===== src/verilog/dac_write_params.svh =====
// constants for the two-wire write receiver of the quad converter
`ifndef DAC_WRITE_PARAMS_SVH
`define DAC_WRITE_PARAMS_SVH
`define ADDR_PREFIX 5'h13
`define ADDR_PREFIX_MSB 7
`define ADDR_PREFIX_LSB 3
`define ADDR_PIN_HI 2
`define ADDR_PIN_LO 1
`define ADDR_RW_BIT 0
`define CTL_EXT_HI 7
`define CTL_EXT_LO 6
`define CTL_LOAD_HI 5
`define CTL_LOAD_LO 4
`define CTL_CHSEL_HI 2
`define CTL_CHSEL_LO 1
`define CTL_PD_BIT 0
`define CTL_BCAST_SEL 2
`define MODE_BIT_HI 7
`define MODE_BIT_LO 6
`define LOAD_HOLD 2'h0
`define LOAD_ONE 2'h1
`define LOAD_ALL 2'h2
`define LOAD_BCAST 2'h3
`define BIT_LAST 3'h7
`define BIT_FIRST 3'h0
`define REG_RESET 10'h000
`endif


===== src/verilog/dac_write_pkg.sv =====
// types shared by the write receiver
package dac_write_pkg;
    typedef struct packed {
        logic scl;
        logic sda;
    } bus_in_t;
    typedef struct packed {
        logic [1:0] power_mode;
        logic [7:0] data;
    } chan_word_t;
    typedef enum logic [2:0] {
        ST_IDLE = 3'b000,
        ST_ADDR = 3'b001,
        ST_CTRL = 3'b011,
        ST_HIGH = 3'b010,
        ST_LOW = 3'b110,
        ST_IGNORE = 3'b111
    } phase_t;
endpackage


===== src/verilog/dac_write_receiver.sv =====
// two-wire write receiver with per-channel holding and output registers
`timescale 1ns/10ps
`include "dac_write_params.svh"
module dac_write_receiver #(
    parameter int CHANNELS = 4
) (
    input wire logic SYS_CLK,
    input wire logic RSTN,
    input wire logic CE,
    input wire dac_write_pkg::bus_in_t BUS_IN,
    input wire logic [1:0] ADDR_PINS,
    input wire logic [1:0] EXT_ADDR_PINS,
    output logic SDA_OUT,
    output logic SDA_OE,
    output logic [CHANNELS*10-1:0] HOLD_WORDS,
    output logic [CHANNELS*10-1:0] OUT_WORDS,
    output logic UPDATE_PULSE,
    output logic BUSY
);
    import dac_write_pkg::*;

    logic scl_d_reg;
    logic sda_d_reg;
    phase_t phase_reg;
    logic [2:0] bit_cnt_reg;
    logic [7:0] shift_reg;
    logic [7:0] ctrl_reg;
    logic [7:0] high_reg;
    // ack slot: armed when a byte is taken, open for the whole ack clock
    logic ack_arm_reg;
    logic ack_reg;
    logic ack_is_low_reg;
    logic ctl_match;
    chan_word_t hold_reg [CHANNELS];
    chan_word_t out_reg [CHANNELS];

    // a byte takes eight scl clocks plus one ack clock; the ack clock must
    // never be shifted in as data, so the slot is tracked in two steps:
    // armed at the rise of bit 8, opened by the fall that ends bit 8 and
    // closed by the fall that ends the ack clock
    // sda is only pulled low while the slot is open, so the master sees the
    // ack level for the whole high time of the ack clock
    // the update fires on the fall that closes the slot after a low byte
    wire scl_rise = BUS_IN.scl && !scl_d_reg;
    wire scl_fall = !BUS_IN.scl && scl_d_reg;
    // start and stop are sda edges while scl stays high
    wire start_cond = BUS_IN.scl && scl_d_reg && sda_d_reg && !BUS_IN.sda;
    wire stop_cond = BUS_IN.scl && scl_d_reg && !sda_d_reg && BUS_IN.sda;
    wire [7:0] byte_in = {shift_reg[6:0], BUS_IN.sda};
    // a bit counts only outside the ack slot and while the address byte is coming in or this device is addressed
    wire bit_taken = scl_rise && !ack_reg && !ack_arm_reg
        && phase_reg != ST_IDLE && phase_reg != ST_IGNORE;
    wire byte_done = bit_taken && bit_cnt_reg == `BIT_LAST;
    wire addr_ok = byte_in[`ADDR_PREFIX_MSB:`ADDR_PREFIX_LSB] == `ADDR_PREFIX
        && byte_in[`ADDR_PIN_HI:`ADDR_PIN_LO] == ADDR_PINS
        && !byte_in[`ADDR_RW_BIT];
    // update happens as scl falls at the end of the low-byte ack
    wire upd_now = scl_fall && ack_reg && ack_is_low_reg;
    wire [1:0] load_sel = ctrl_reg[`CTL_LOAD_HI:`CTL_LOAD_LO];
    wire [1:0] chan_sel = ctrl_reg[`CTL_CHSEL_HI:`CTL_CHSEL_LO];
    wire pd_mode = ctrl_reg[`CTL_PD_BIT];

    // extended address bits must match except for broadcast
    always_comb begin
        ctl_match = ctrl_reg[`CTL_EXT_HI:`CTL_EXT_LO] == EXT_ADDR_PINS
            || load_sel == `LOAD_BCAST;
    end

    // bus edge history; inputs are already synchronous
    always_ff @(posedge SYS_CLK) begin
        if (!RSTN) begin
            scl_d_reg <= 1'b1;
            sda_d_reg <= 1'b1;
        end else if (CE) begin
            scl_d_reg <= BUS_IN.scl;
            sda_d_reg <= BUS_IN.sda;
        end
    end

    // byte framing and phase sequencing
    always_ff @(posedge SYS_CLK) begin
        if (!RSTN) begin
            phase_reg <= ST_IDLE;
            bit_cnt_reg <= `BIT_FIRST;
            shift_reg <= 8'h00;
            ctrl_reg <= 8'h00;
            high_reg <= 8'h00;
        end else if (CE) begin
            if (start_cond) begin
                // repeated start returns to addressing, a cut pair is dropped
                phase_reg <= ST_ADDR;
                bit_cnt_reg <= `BIT_FIRST;
            end else if (stop_cond) begin
                phase_reg <= ST_IDLE;
                bit_cnt_reg <= `BIT_FIRST;
            end else if (bit_taken) begin
                shift_reg <= byte_in;
                bit_cnt_reg <= bit_cnt_reg + 3'h1;
                if (byte_done) begin
                    unique case (phase_reg)
                        ST_ADDR: begin
                            // a foreign address or a read sits out the transfer
                            phase_reg <= addr_ok ? ST_CTRL : ST_IGNORE;
                        end
                        ST_CTRL: begin
                            ctrl_reg <= byte_in;
                            phase_reg <= ST_HIGH;
                        end
                        ST_HIGH: begin
                            high_reg <= byte_in;
                            phase_reg <= ST_LOW;
                        end
                        ST_LOW: begin
                            // power-down takes one pair, data repeats
                            phase_reg <= pd_mode ? ST_IGNORE : ST_HIGH;
                        end
                        default: begin
                            // unused codes fall back to sitting out
                            phase_reg <= ST_IGNORE;
                        end
                    endcase
                end
            end
        end
    end

    // ack slot tracking; low byte bits are ignored but still acked
    always_ff @(posedge SYS_CLK) begin
        if (!RSTN) begin
            ack_arm_reg <= 1'b0;
            ack_reg <= 1'b0;
            ack_is_low_reg <= 1'b0;
        end else if (CE) begin
            if (start_cond || stop_cond) begin
                // a start or stop inside an ack abandons it, no update
                ack_arm_reg <= 1'b0;
                ack_reg <= 1'b0;
                ack_is_low_reg <= 1'b0;
            end else if (byte_done) begin
                ack_arm_reg <= phase_reg != ST_ADDR || addr_ok;
                ack_is_low_reg <= phase_reg == ST_LOW;
            end else if (scl_fall && ack_arm_reg) begin
                // bit 8 has ended, the ack clock follows
                ack_arm_reg <= 1'b0;
                ack_reg <= 1'b1;
            end else if (scl_fall && ack_reg) begin
                // ack clock over; the next rise is the first bit again
                ack_reg <= 1'b0;
                ack_is_low_reg <= 1'b0;
            end
        end
    end

    // sda driver: pull low only for the ack clock, start and stop release it
    always_ff @(posedge SYS_CLK) begin
        if (!RSTN) begin
            SDA_OE <= 1'b0;
            SDA_OUT <= 1'b1;
        end else if (CE) begin
            SDA_OUT <= 1'b0;
            if (start_cond || stop_cond || (scl_fall && ack_reg)) begin
                SDA_OE <= 1'b0;
            end else if (scl_fall && ack_arm_reg) begin
                SDA_OE <= 1'b1;
            end
        end
    end

    // holding and output registers, one set per channel
    genvar ch;
    generate
        for (ch = 0; ch < CHANNELS; ch++) begin : g_chan
            wire sel_hit = chan_sel == 2'(ch);
            wire bcast_data = ctrl_reg[`CTL_BCAST_SEL];
            wire wr_hold = load_sel == `LOAD_BCAST ? bcast_data : (sel_hit && ctl_match);
            wire ld_out = load_sel == `LOAD_ALL || load_sel == `LOAD_BCAST
                || (load_sel == `LOAD_ONE && sel_hit);
            chan_word_t new_word;
            always_comb begin
                // power-down high byte: mode bits in 7:6, data kept
                new_word.power_mode = pd_mode ? high_reg[`MODE_BIT_HI:`MODE_BIT_LO] : 2'h0;
                new_word.data = pd_mode ? hold_reg[ch].data : high_reg;
            end
            always_ff @(posedge SYS_CLK) begin
                if (!RSTN) begin
                    hold_reg[ch] <= `REG_RESET;
                    out_reg[ch] <= `REG_RESET;
                end else if (CE && upd_now && ctl_match) begin
                    if (wr_hold) begin
                        hold_reg[ch] <= new_word;
                    end
                    if (ld_out) begin
                        // all-channel loads use stored words for others
                        out_reg[ch] <= wr_hold ? new_word : hold_reg[ch];
                    end
                end
            end
            assign HOLD_WORDS[ch*10 +: 10] = hold_reg[ch];
            assign OUT_WORDS[ch*10 +: 10] = out_reg[ch];
        end
    endgenerate

    // update strobe, registered on the same edge that ends the ack and loads the words
    always_ff @(posedge SYS_CLK) begin
        if (!RSTN) begin
            UPDATE_PULSE <= 1'b0;
        end else if (CE) begin
            UPDATE_PULSE <= upd_now && ctl_match;
        end
    end

    // busy stays up through the last ack, so a power-down pair that has
    // already moved to sitting out still reads as addressed until it lands
    always_ff @(posedge SYS_CLK) begin
        if (!RSTN) begin
            BUSY <= 1'b0;
        end else if (CE) begin
            BUSY <= (phase_reg != ST_IDLE && phase_reg != ST_IGNORE)
                || ack_arm_reg || ack_reg;
        end
    end
endmodule


===== config.mk =====
export PLATFORM = sky130hd
export DESIGN_NAME = dac_write_receiver
export DESIGN_NICKNAME = d
export VERILOG_FILES = /design/src/verilog/dac_write_pkg.sv /design/src/verilog/dac_write_receiver.sv
export VERILOG_INCLUDE_DIRS = /design/src /design/src/verilog
export SDC_FILE = /design/constraint.sdc
export NUM_CORES = 1
export LEC_CHECK = 0
export BUFFER_PORTS_ARGS = -buffer_cell sky130_fd_sc_hd__buf_4
export CAP_MARGIN = 20
export CORE_ASPECT_RATIO = 1.75
export CORE_MARGIN = 1.5
export CORE_UTILIZATION = 45
export CTS_CLUSTER_DIAMETER = 200
export CTS_CLUSTER_SIZE = 10
export DETAILED_ROUTE_END_ITERATION = 6
export MAX_ROUTING_LAYER = met4
export PLACE_DENSITY = 0.66
export SETUP_SLACK_MARGIN = 0.02
export SKIP_LAST_GASP = 1
export SLEW_MARGIN = 20
export SYNTH_ARGS = -nofsm -noshare
export SYNTH_HDL_FRONTEND = slang
export SYNTH_SLANG_ARGS = --single-unit

===== constraint.sdc =====
create_clock -name SYS_CLK -period 3.4 [get_ports SYS_CLK]
set_clock_uncertainty 0.2 [all_clocks]
set_input_delay 0.17 -clock SYS_CLK [delete_from_list [all_inputs] [get_ports SYS_CLK]]
set_output_delay 0.17 -clock SYS_CLK [all_outputs]
set_load 0.005 [all_outputs]

# --- After elaboration in Yosys (flattened, before gate mapping) ---
# Memories as Yosys holds them, arrays and structs flattened.
# Cells that the tools add are included.
classes:
  eq_ne: 18
  bitwise_logic: 10
  n_reduce_logical: 63
  add_sub_neg: 1
  mux: 76
op_table:
  columns: ["op", "n"]
  rows:
  - ["2-to-1 mux 10 bit", 12]
  - ["2-to-1 mux 1 bit", 49]
  - ["2-to-1 mux 8 bit", 4]
  - ["logical AND 1 bit", 29]
  - ["2-to-1 mux 3 bit", 9]
  - ["nonzero test 3 bit", 6]
  - ["case mux 3 bit (4 select lines)", 1]
  - ["AND reduction 6 bit", 2]
  - ["logical OR 1 bit", 11]
  - ["AND reduction 3 bit", 3]
  - ["== test 2 bit, second input constant", 4]
  - ["bitwise OR 1 bit", 8]
  - ["== test 3 x 2 -> 1 bit, second input constant", 2]
  - ["== test 3 bit, second input constant", 2]
  - ["zero test 1 bit", 6]
  - ["inequality test 3 bit, second input constant", 2]
  - ["AND reduction 2 bit", 3]
  - ["== test 5 bit, second input constant", 1]
  - ["== test 2 x 1 -> 1 bit, second input constant", 2]
  - ["== test 2 bit", 2]
  - ["AND reduction 4 bit", 1]
  - ["adder 3 x 1 -> 3 bit, second input constant", 1]
  - ["== test 3 x 1 -> 1 bit, second input constant", 1]
  - ["inequality test 3 x 1 -> 1 bit, second input constant", 1]
  - ["5 further kinds", 6]
totals:
  n_memories: 2
  reg_bits: 38
  ramBits: 80
  elab_cells: 184
  out_inout_bits: 84
  in_bits: 9
memory_table:
  columns: ["name", "depth", "word_bits", "rd", "rd_ports_with_merged_regs", "write_ports", "line", "text"]
  rows:
  - ["hold_reg", 4, 10, 4, 0, 4, "dac_write_receiver.sv:34", "chan_word_t hold_reg [CHANNELS];"]
  - ["out_reg", 4, 10, 4, 0, 4, "dac_write_receiver.sv:35", "chan_word_t out_reg [CHANNELS];"]

# --- Depth between registers and ports, before layout ---
depth:
  word_depth: 11
  depth_mapped: 7
  depth_no_buf: 5

# --- Worst setup path before layout ---
# Ideal clock, no wire load.
synth_timing:
  kind: "flip-flop to flip-flop"
  start: "register ctrl_reg[7]"
  end: "memory hold_reg[0][0] (netlist bit), enable pin"
  synth_period_minus_slack_ns: 2.654
  required_ns: 2.809
  arrival_time_ns: 2.064
  slack_ns: 0.746
  n_path_buf: 2
  stages_incl_launch_ff: 7
  path_cell_list: "dfxtp_1 -> xnor2_2 -> and4_1 -> clkbuf_1 -> buf_2 -> nor2_1 -> o21ai_0"
synth_rtl:
  columns: ["item", "line", "text"]
  rows:
  - ["start, declared", "dac_write_receiver.sv:27", "logic [7:0] ctrl_reg;"]
  - ["start signal, assigned", "dac_write_receiver.sv:106", "ctrl_reg <= byte_in;"]
  - ["end, declared", "dac_write_receiver.sv:34", null]

==> flow_summary.html <==
<table>
<tr><th>Metric</th><th>Value</th></tr>
<tr><th colspan="2">Yosys</th></tr>
<tr><td>Post-synthesis average cell area</td><td>10.03 um2</td></tr>
<tr><td>Syn nets</td><td>574</td></tr>
<tr><td>Top flip-flop cell by instance count after synthesis</td><td>sky130_fd_sc_hd__edfxtp_1</td></tr>
<tr><td>Synthesis Warnings</td><td>0</td></tr>
<tr><td>Sequential cell area fraction in the yosys report</td><td>55.65%</td></tr>
<tr><td>Flip-flop and latch count after synthesis</td><td>117</td></tr>
<tr><td>Library cell with the largest summed area after synthesis</td><td>sky130_fd_sc_hd__edfxtp_1</td></tr>
<tr><td>Unique masters post-synth</td><td>51</td></tr>
<tr><td>FFs w/ async S/R, synth</td><td>0%</td></tr>
<tr><td>Total standard cell area after synthesis</td><td>0.005648 mm2</td></tr>
<tr><td>Largest cells by area after synthesis</td><td>sky130_fd_sc_hd__edfxtp_1 (43%), sky130_fd_sc_hd__dfxtp_1 (13%), sky130_fd_sc_hd__a21oi_1 (5.8%)</td></tr>
<tr><td>Synth top area share</td><td>42.53%</td></tr>
<tr><td>Cell count after synthesis</td><td>563</td></tr>
<tr><td>EDFF count, synth</td><td>80</td></tr>
<tr><th colspan="2">Pwr</th></tr>
<tr><td>Reported leakage power</td><td>2.729 nW</td></tr>
<tr><td>PD cells</td><td>497.7 mW/mm2</td></tr>
<tr><td>Peak ir drop on the vdd network</td><td>0.4660 mV</td></tr>
<tr><th colspan="2">Worst setup path</th></tr>
<tr><td>Longest individual stage delay on the worst path</td><td>0.60 ns</td></tr>
<tr><td>Launch point of the worst path</td><td>CE</td></tr>
<tr><td>Worst path cell trace</td><td>dlygate4sd3_1 -&gt; buf_4 -&gt; nand2_1 -&gt; or3_1 -&gt; o21bai_1 -&gt; o21ai_0 -&gt; buf_2</td></tr>
<tr><td>Worst setup path endpoint</td><td>out_reg[3][6]</td></tr>
<tr><td>Family of cells with the greatest summed delay on the critical path</td><td>buffers and inverters</td></tr>
<tr><td>Reg2Reg Capture Point</td><td>out_reg[3][6]</td></tr>
<tr><td>R2R Setup Slk</td><td>0.65 ns</td></tr>
<tr><td>Worst r2r path cells</td><td>5</td></tr>
<tr><td>Largest driver fanout on the critical path</td><td>14</td></tr>
<tr><td>Bufs and invs on worst path</td><td>3</td></tr>
<tr><td>CP max stage cell</td><td>sky130_fd_sc_hd__o21ai_0</td></tr>
<tr><td>Nature of the critical path endpoint</td><td>register</td></tr>
<tr><td>Worst EP required</td><td>3.32 ns</td></tr>
<tr><td>Crit Path Category</td><td>in -&gt; reg</td></tr>
<tr><td>Worst path depth</td><td>7</td></tr>
<tr><td>Data arrival time at the worst-slack endpoint</td><td>2.69 ns</td></tr>
<tr><td>Startpoint types</td><td>input pin</td></tr>
<tr><td>Startpoint of the worst register-to-register path</td><td>scl_d_reg</td></tr>
<tr><th colspan="2">GRT</th></tr>
<tr><td>Initial antenna violation count</td><td>0</td></tr>
<tr><td>Vias in the first global route</td><td>4,504</td></tr>
<tr><td>Total routing resource utilization after global routing</td><td>25.12%</td></tr>
<tr><td>First-pass GRT wire length</td><td>24,120 um</td></tr>
<tr><td>Largest net degree at the start of global routing</td><td>34</td></tr>
<tr><td>Leftover overflow at the end of global routing</td><td>0</td></tr>
<tr><th colspan="2">Place</th></tr>
<tr><td>Number of buffer cells added on primary ports</td><td>92</td></tr>
<tr><td>Sum of net half-perimeters after detailed placement</td><td>11,340 um</td></tr>
<tr><td>Post-detailed-placement cell area</td><td>0.006546 mm2</td></tr>
<tr><td>Routability-driven placement congestion ratio</td><td>0.9579</td></tr>
<tr><td>Worst slack after detailed placement</td><td>0.6965 ns</td></tr>
<tr><th colspan="2">Timing</th></tr>
<tr><td>Max-slew violation total from the final report</td><td>0</td></tr>
<tr><td>Worst setup margin</td><td>0.6289 ns</td></tr>
<tr><td>Final setup TNS</td><td>0 ns</td></tr>
<tr><td>Count of endpoints failing hold in the final timing report</td><td>0</td></tr>
<tr><td>Unrepaired setup endpoints after global routing</td><td>no</td></tr>
<tr><td>Fin crit share</td><td>81.50%</td></tr>
<tr><td>Headroom to the max-slew limit</td><td>35.22%</td></tr>
<tr><td>Setup violations, final</td><td>0</td></tr>
<tr><td>Slew of the pin with the lowest slew margin</td><td>0.9704 ns</td></tr>
<tr><td>FMAX</td><td>0.3609 GHz</td></tr>
<tr><td>Final Critical Period</td><td>2.771 ns</td></tr>
<tr><th colspan="2">Outcome</th></tr>
<tr><td>Outcome</td><td>complete, no violations</td></tr>
<tr><th colspan="2">Cells and area</th></tr>
<tr><td>Commonest non-fill, non-tap cell in the layout</td><td>sky130_fd_sc_hd__buf_4</td></tr>
<tr><td>Area delta synth-&gt;final</td><td>27.23%</td></tr>
<tr><td>Fill cell count</td><td>1,087</td></tr>
<tr><td>Sequential cell area in the final layout</td><td>0.003143 mm2</td></tr>
<tr><td>Post-route core utilization</td><td>58.12%</td></tr>
<tr><td>Antenna diodes</td><td>0</td></tr>
<tr><td>Post-Layout Inst Area</td><td>0.007186 mm2</td></tr>
<tr><td>Multi-input combinational cell area</td><td>0.002310 mm2</td></tr>
<tr><td>Most frequent cells in the layout</td><td>sky130_fd_sc_hd__buf_4 (111), sky130_fd_sc_hd__edfxtp_1 (80), sky130_fd_sc_hd__nand2_1 (77)</td></tr>
<tr><td>Final #Nets</td><td>673</td></tr>
<tr><td>Share of final-layout standard cells stronger than drive strength 1</td><td>24.15%</td></tr>
<tr><th colspan="2">Job</th></tr>
<tr><td>Max-cap check violation count</td><td>0</td></tr>
<tr><th colspan="2">Detailed routing</th></tr>
<tr><td>Via density per instance</td><td>5.813</td></tr>
<tr><td>Sum of routed wire length over all layers</td><td>15,750 um</td></tr>
<tr><td>Post-route antenna net violation count</td><td>0</td></tr>
<tr><td>Vias</td><td>4,900</td></tr>
<tr><td>Detailed Routing Iterations Pass 1</td><td>5</td></tr>
<tr><td>Detailed Route Iter0 Violations</td><td>578</td></tr>
<tr><td>Remaining routing DRC violations</td><td>0</td></tr>
<tr><td>Wire length per cell</td><td>18.68 um</td></tr>
<tr><th colspan="2">CTS</th></tr>
<tr><td>Clock tree root buffer cell</td><td>sky130_fd_sc_hd__clkbuf_16</td></tr>
<tr><td>Inserted Clock Buffers</td><td>17</td></tr>
<tr><td>Clock network latency to the later pin of the worst-skew pair</td><td>0.41 ns</td></tr>
<tr><td>Clock tree from TritonCTS</td><td>built</td></tr>
<tr><td>CTS H-Tree Depth</td><td>4</td></tr>
<tr><td>Total clock sinks</td><td>117</td></tr>
<tr><td>Quantity of gates resized following cts</td><td>0</td></tr>
<tr><td>Clk pin slew, worst setup/hold paths</td><td>0.05 ns</td></tr>
<tr><td>Maximum buffer depth of the clock tree</td><td>2</td></tr>
<tr><td># Post-CTS Setup Buffers</td><td>0</td></tr>
<tr><td>Cts hold-fix bufs</td><td>5</td></tr>
<tr><th colspan="2">Floorplan</th></tr>
<tr><td>Row Count</td><td>54</td></tr>
<tr><td>Core ar.</td><td>0.01236 mm2</td></tr>
<tr><td>Num ports</td><td>93</td></tr>
<tr><td>Starting utilization of the core area</td><td>45.68%</td></tr>
<tr><td>Horizontal die dimension</td><td>87.69 um</td></tr>
<tr><td>Die footprint</td><td>0.01326 mm2</td></tr>
<tr><td>Die boundary height</td><td>151.2 um</td></tr>
<tr><th colspan="2">Min path</th></tr>
<tr><td>Worst min-delay path category</td><td>in -&gt; reg</td></tr>
<tr><td>Cell count of the worst hold path</td><td>5</td></tr>
</table>
-- cells by family after synthesis --
kind of cell	count (synthesis)	synth area share [%]
muxes	20	3.544
and+or+nand+nor	225	20.07
adders and majority gates	2	0.4430
DFF	117	55.65
buffers and inverters	49	3.456
xor gates and xnor gates	8	1.507
AOI/OAI and AO/OA	142	15.33
-- worst min-delay path, cell delays in order --
cell                      delay (ns)
sky130_fd_sc_hd__buf_4          0.08
sky130_fd_sc_hd__xnor2_1        0.05
sky130_fd_sc_hd__nand4_1        0.11
sky130_fd_sc_hd__nand4_1        0.11
sky130_fd_sc_hd__a31oi_1        0.13
-- synthesized netlist by cell type (6+ instances only) --
cell / count
sky130_fd_sc_hd__edfxtp_1: 80
sky130_fd_sc_hd__nand2_1: 77
sky130_fd_sc_hd__a21oi_1: 66
sky130_fd_sc_hd__nor2_1: 46
sky130_fd_sc_hd__dfxtp_1: 37
sky130_fd_sc_hd__clkbuf_1: 30
sky130_fd_sc_hd__nand3_1: 28
sky130_fd_sc_hd__mux2i_1: 20
sky130_fd_sc_hd__o21ai_0: 17
sky130_fd_sc_hd__nand4_1: 15
sky130_fd_sc_hd__o211ai_1: 13
sky130_fd_sc_hd__and2_1: 12
sky130_fd_sc_hd__inv_1: 11
sky130_fd_sc_hd__a31oi_1: 10
sky130_fd_sc_hd__nand2b_1: 9
sky130_fd_sc_hd__nor2b_1: 8
sky130_fd_sc_hd__o22ai_1: 8
sky130_fd_sc_hd__a211oi_1: 7
sky130_fd_sc_hd__a32oi_1: 6
sky130_fd_sc_hd__buf_2: 6
-- area by class of cell --
| type | count | area share [%] |
|---|---|---|
| Tap cell | 168 | 2.925 |
| Sequential cell | 117 | 43.74 |
| Timing Repair Buffer | 117 | 12.36 |
| Inverter | 12 | 0.6269 |
| Multi-Input combinational cell | 397 | 32.14 |
| Clock buffer | 17 | 5.920 |
| Clock inverter | 15 | 2.281 |
-- layer usage --
layer	share of wire, %	global-route usage (%)
met5	0	-
met1	38	27.32
met2	52	42.00
met3	4.2	4.741
met4	5.9	15.00
-- how the worst min path moves through the flow --
stage / from / end / slack (ns)
finish: ADDR_PINS[1] / phase_reg[2] / 0.09
global route: ADDR_PINS[1] / phase_reg[2] / 0.12
CTS: ADDR_PINS[1] / phase_reg[2] / 0.07
detailed placement: RSTN / sda_d_reg / 0.25
global placement: RSTN / sda_d_reg / 0.25
floorplan: RSTN / scl_d_reg / 0.07
-- power by group --
group          switching (W)  internal [W]  leakage [nW]
registers          0.0000393       0.00157          1.06
clock network       0.000629       0.00114         0.286
logic              0.0000972     0.0000993          1.38
-- stage by stage --
stage	power, W	hold slack (ns)	std cells
after floorplan	0.001709	0.06880	563
after global placement	0.001829	0.2499	805
after detailed placement	0.001834	0.2537	806
after CTS	0.003599	0.06660	843
after global routing	0.003684	0.1228	843
final	0.003577	0.08611	843
Note: power is estimated with default switching activity, not from simulation.
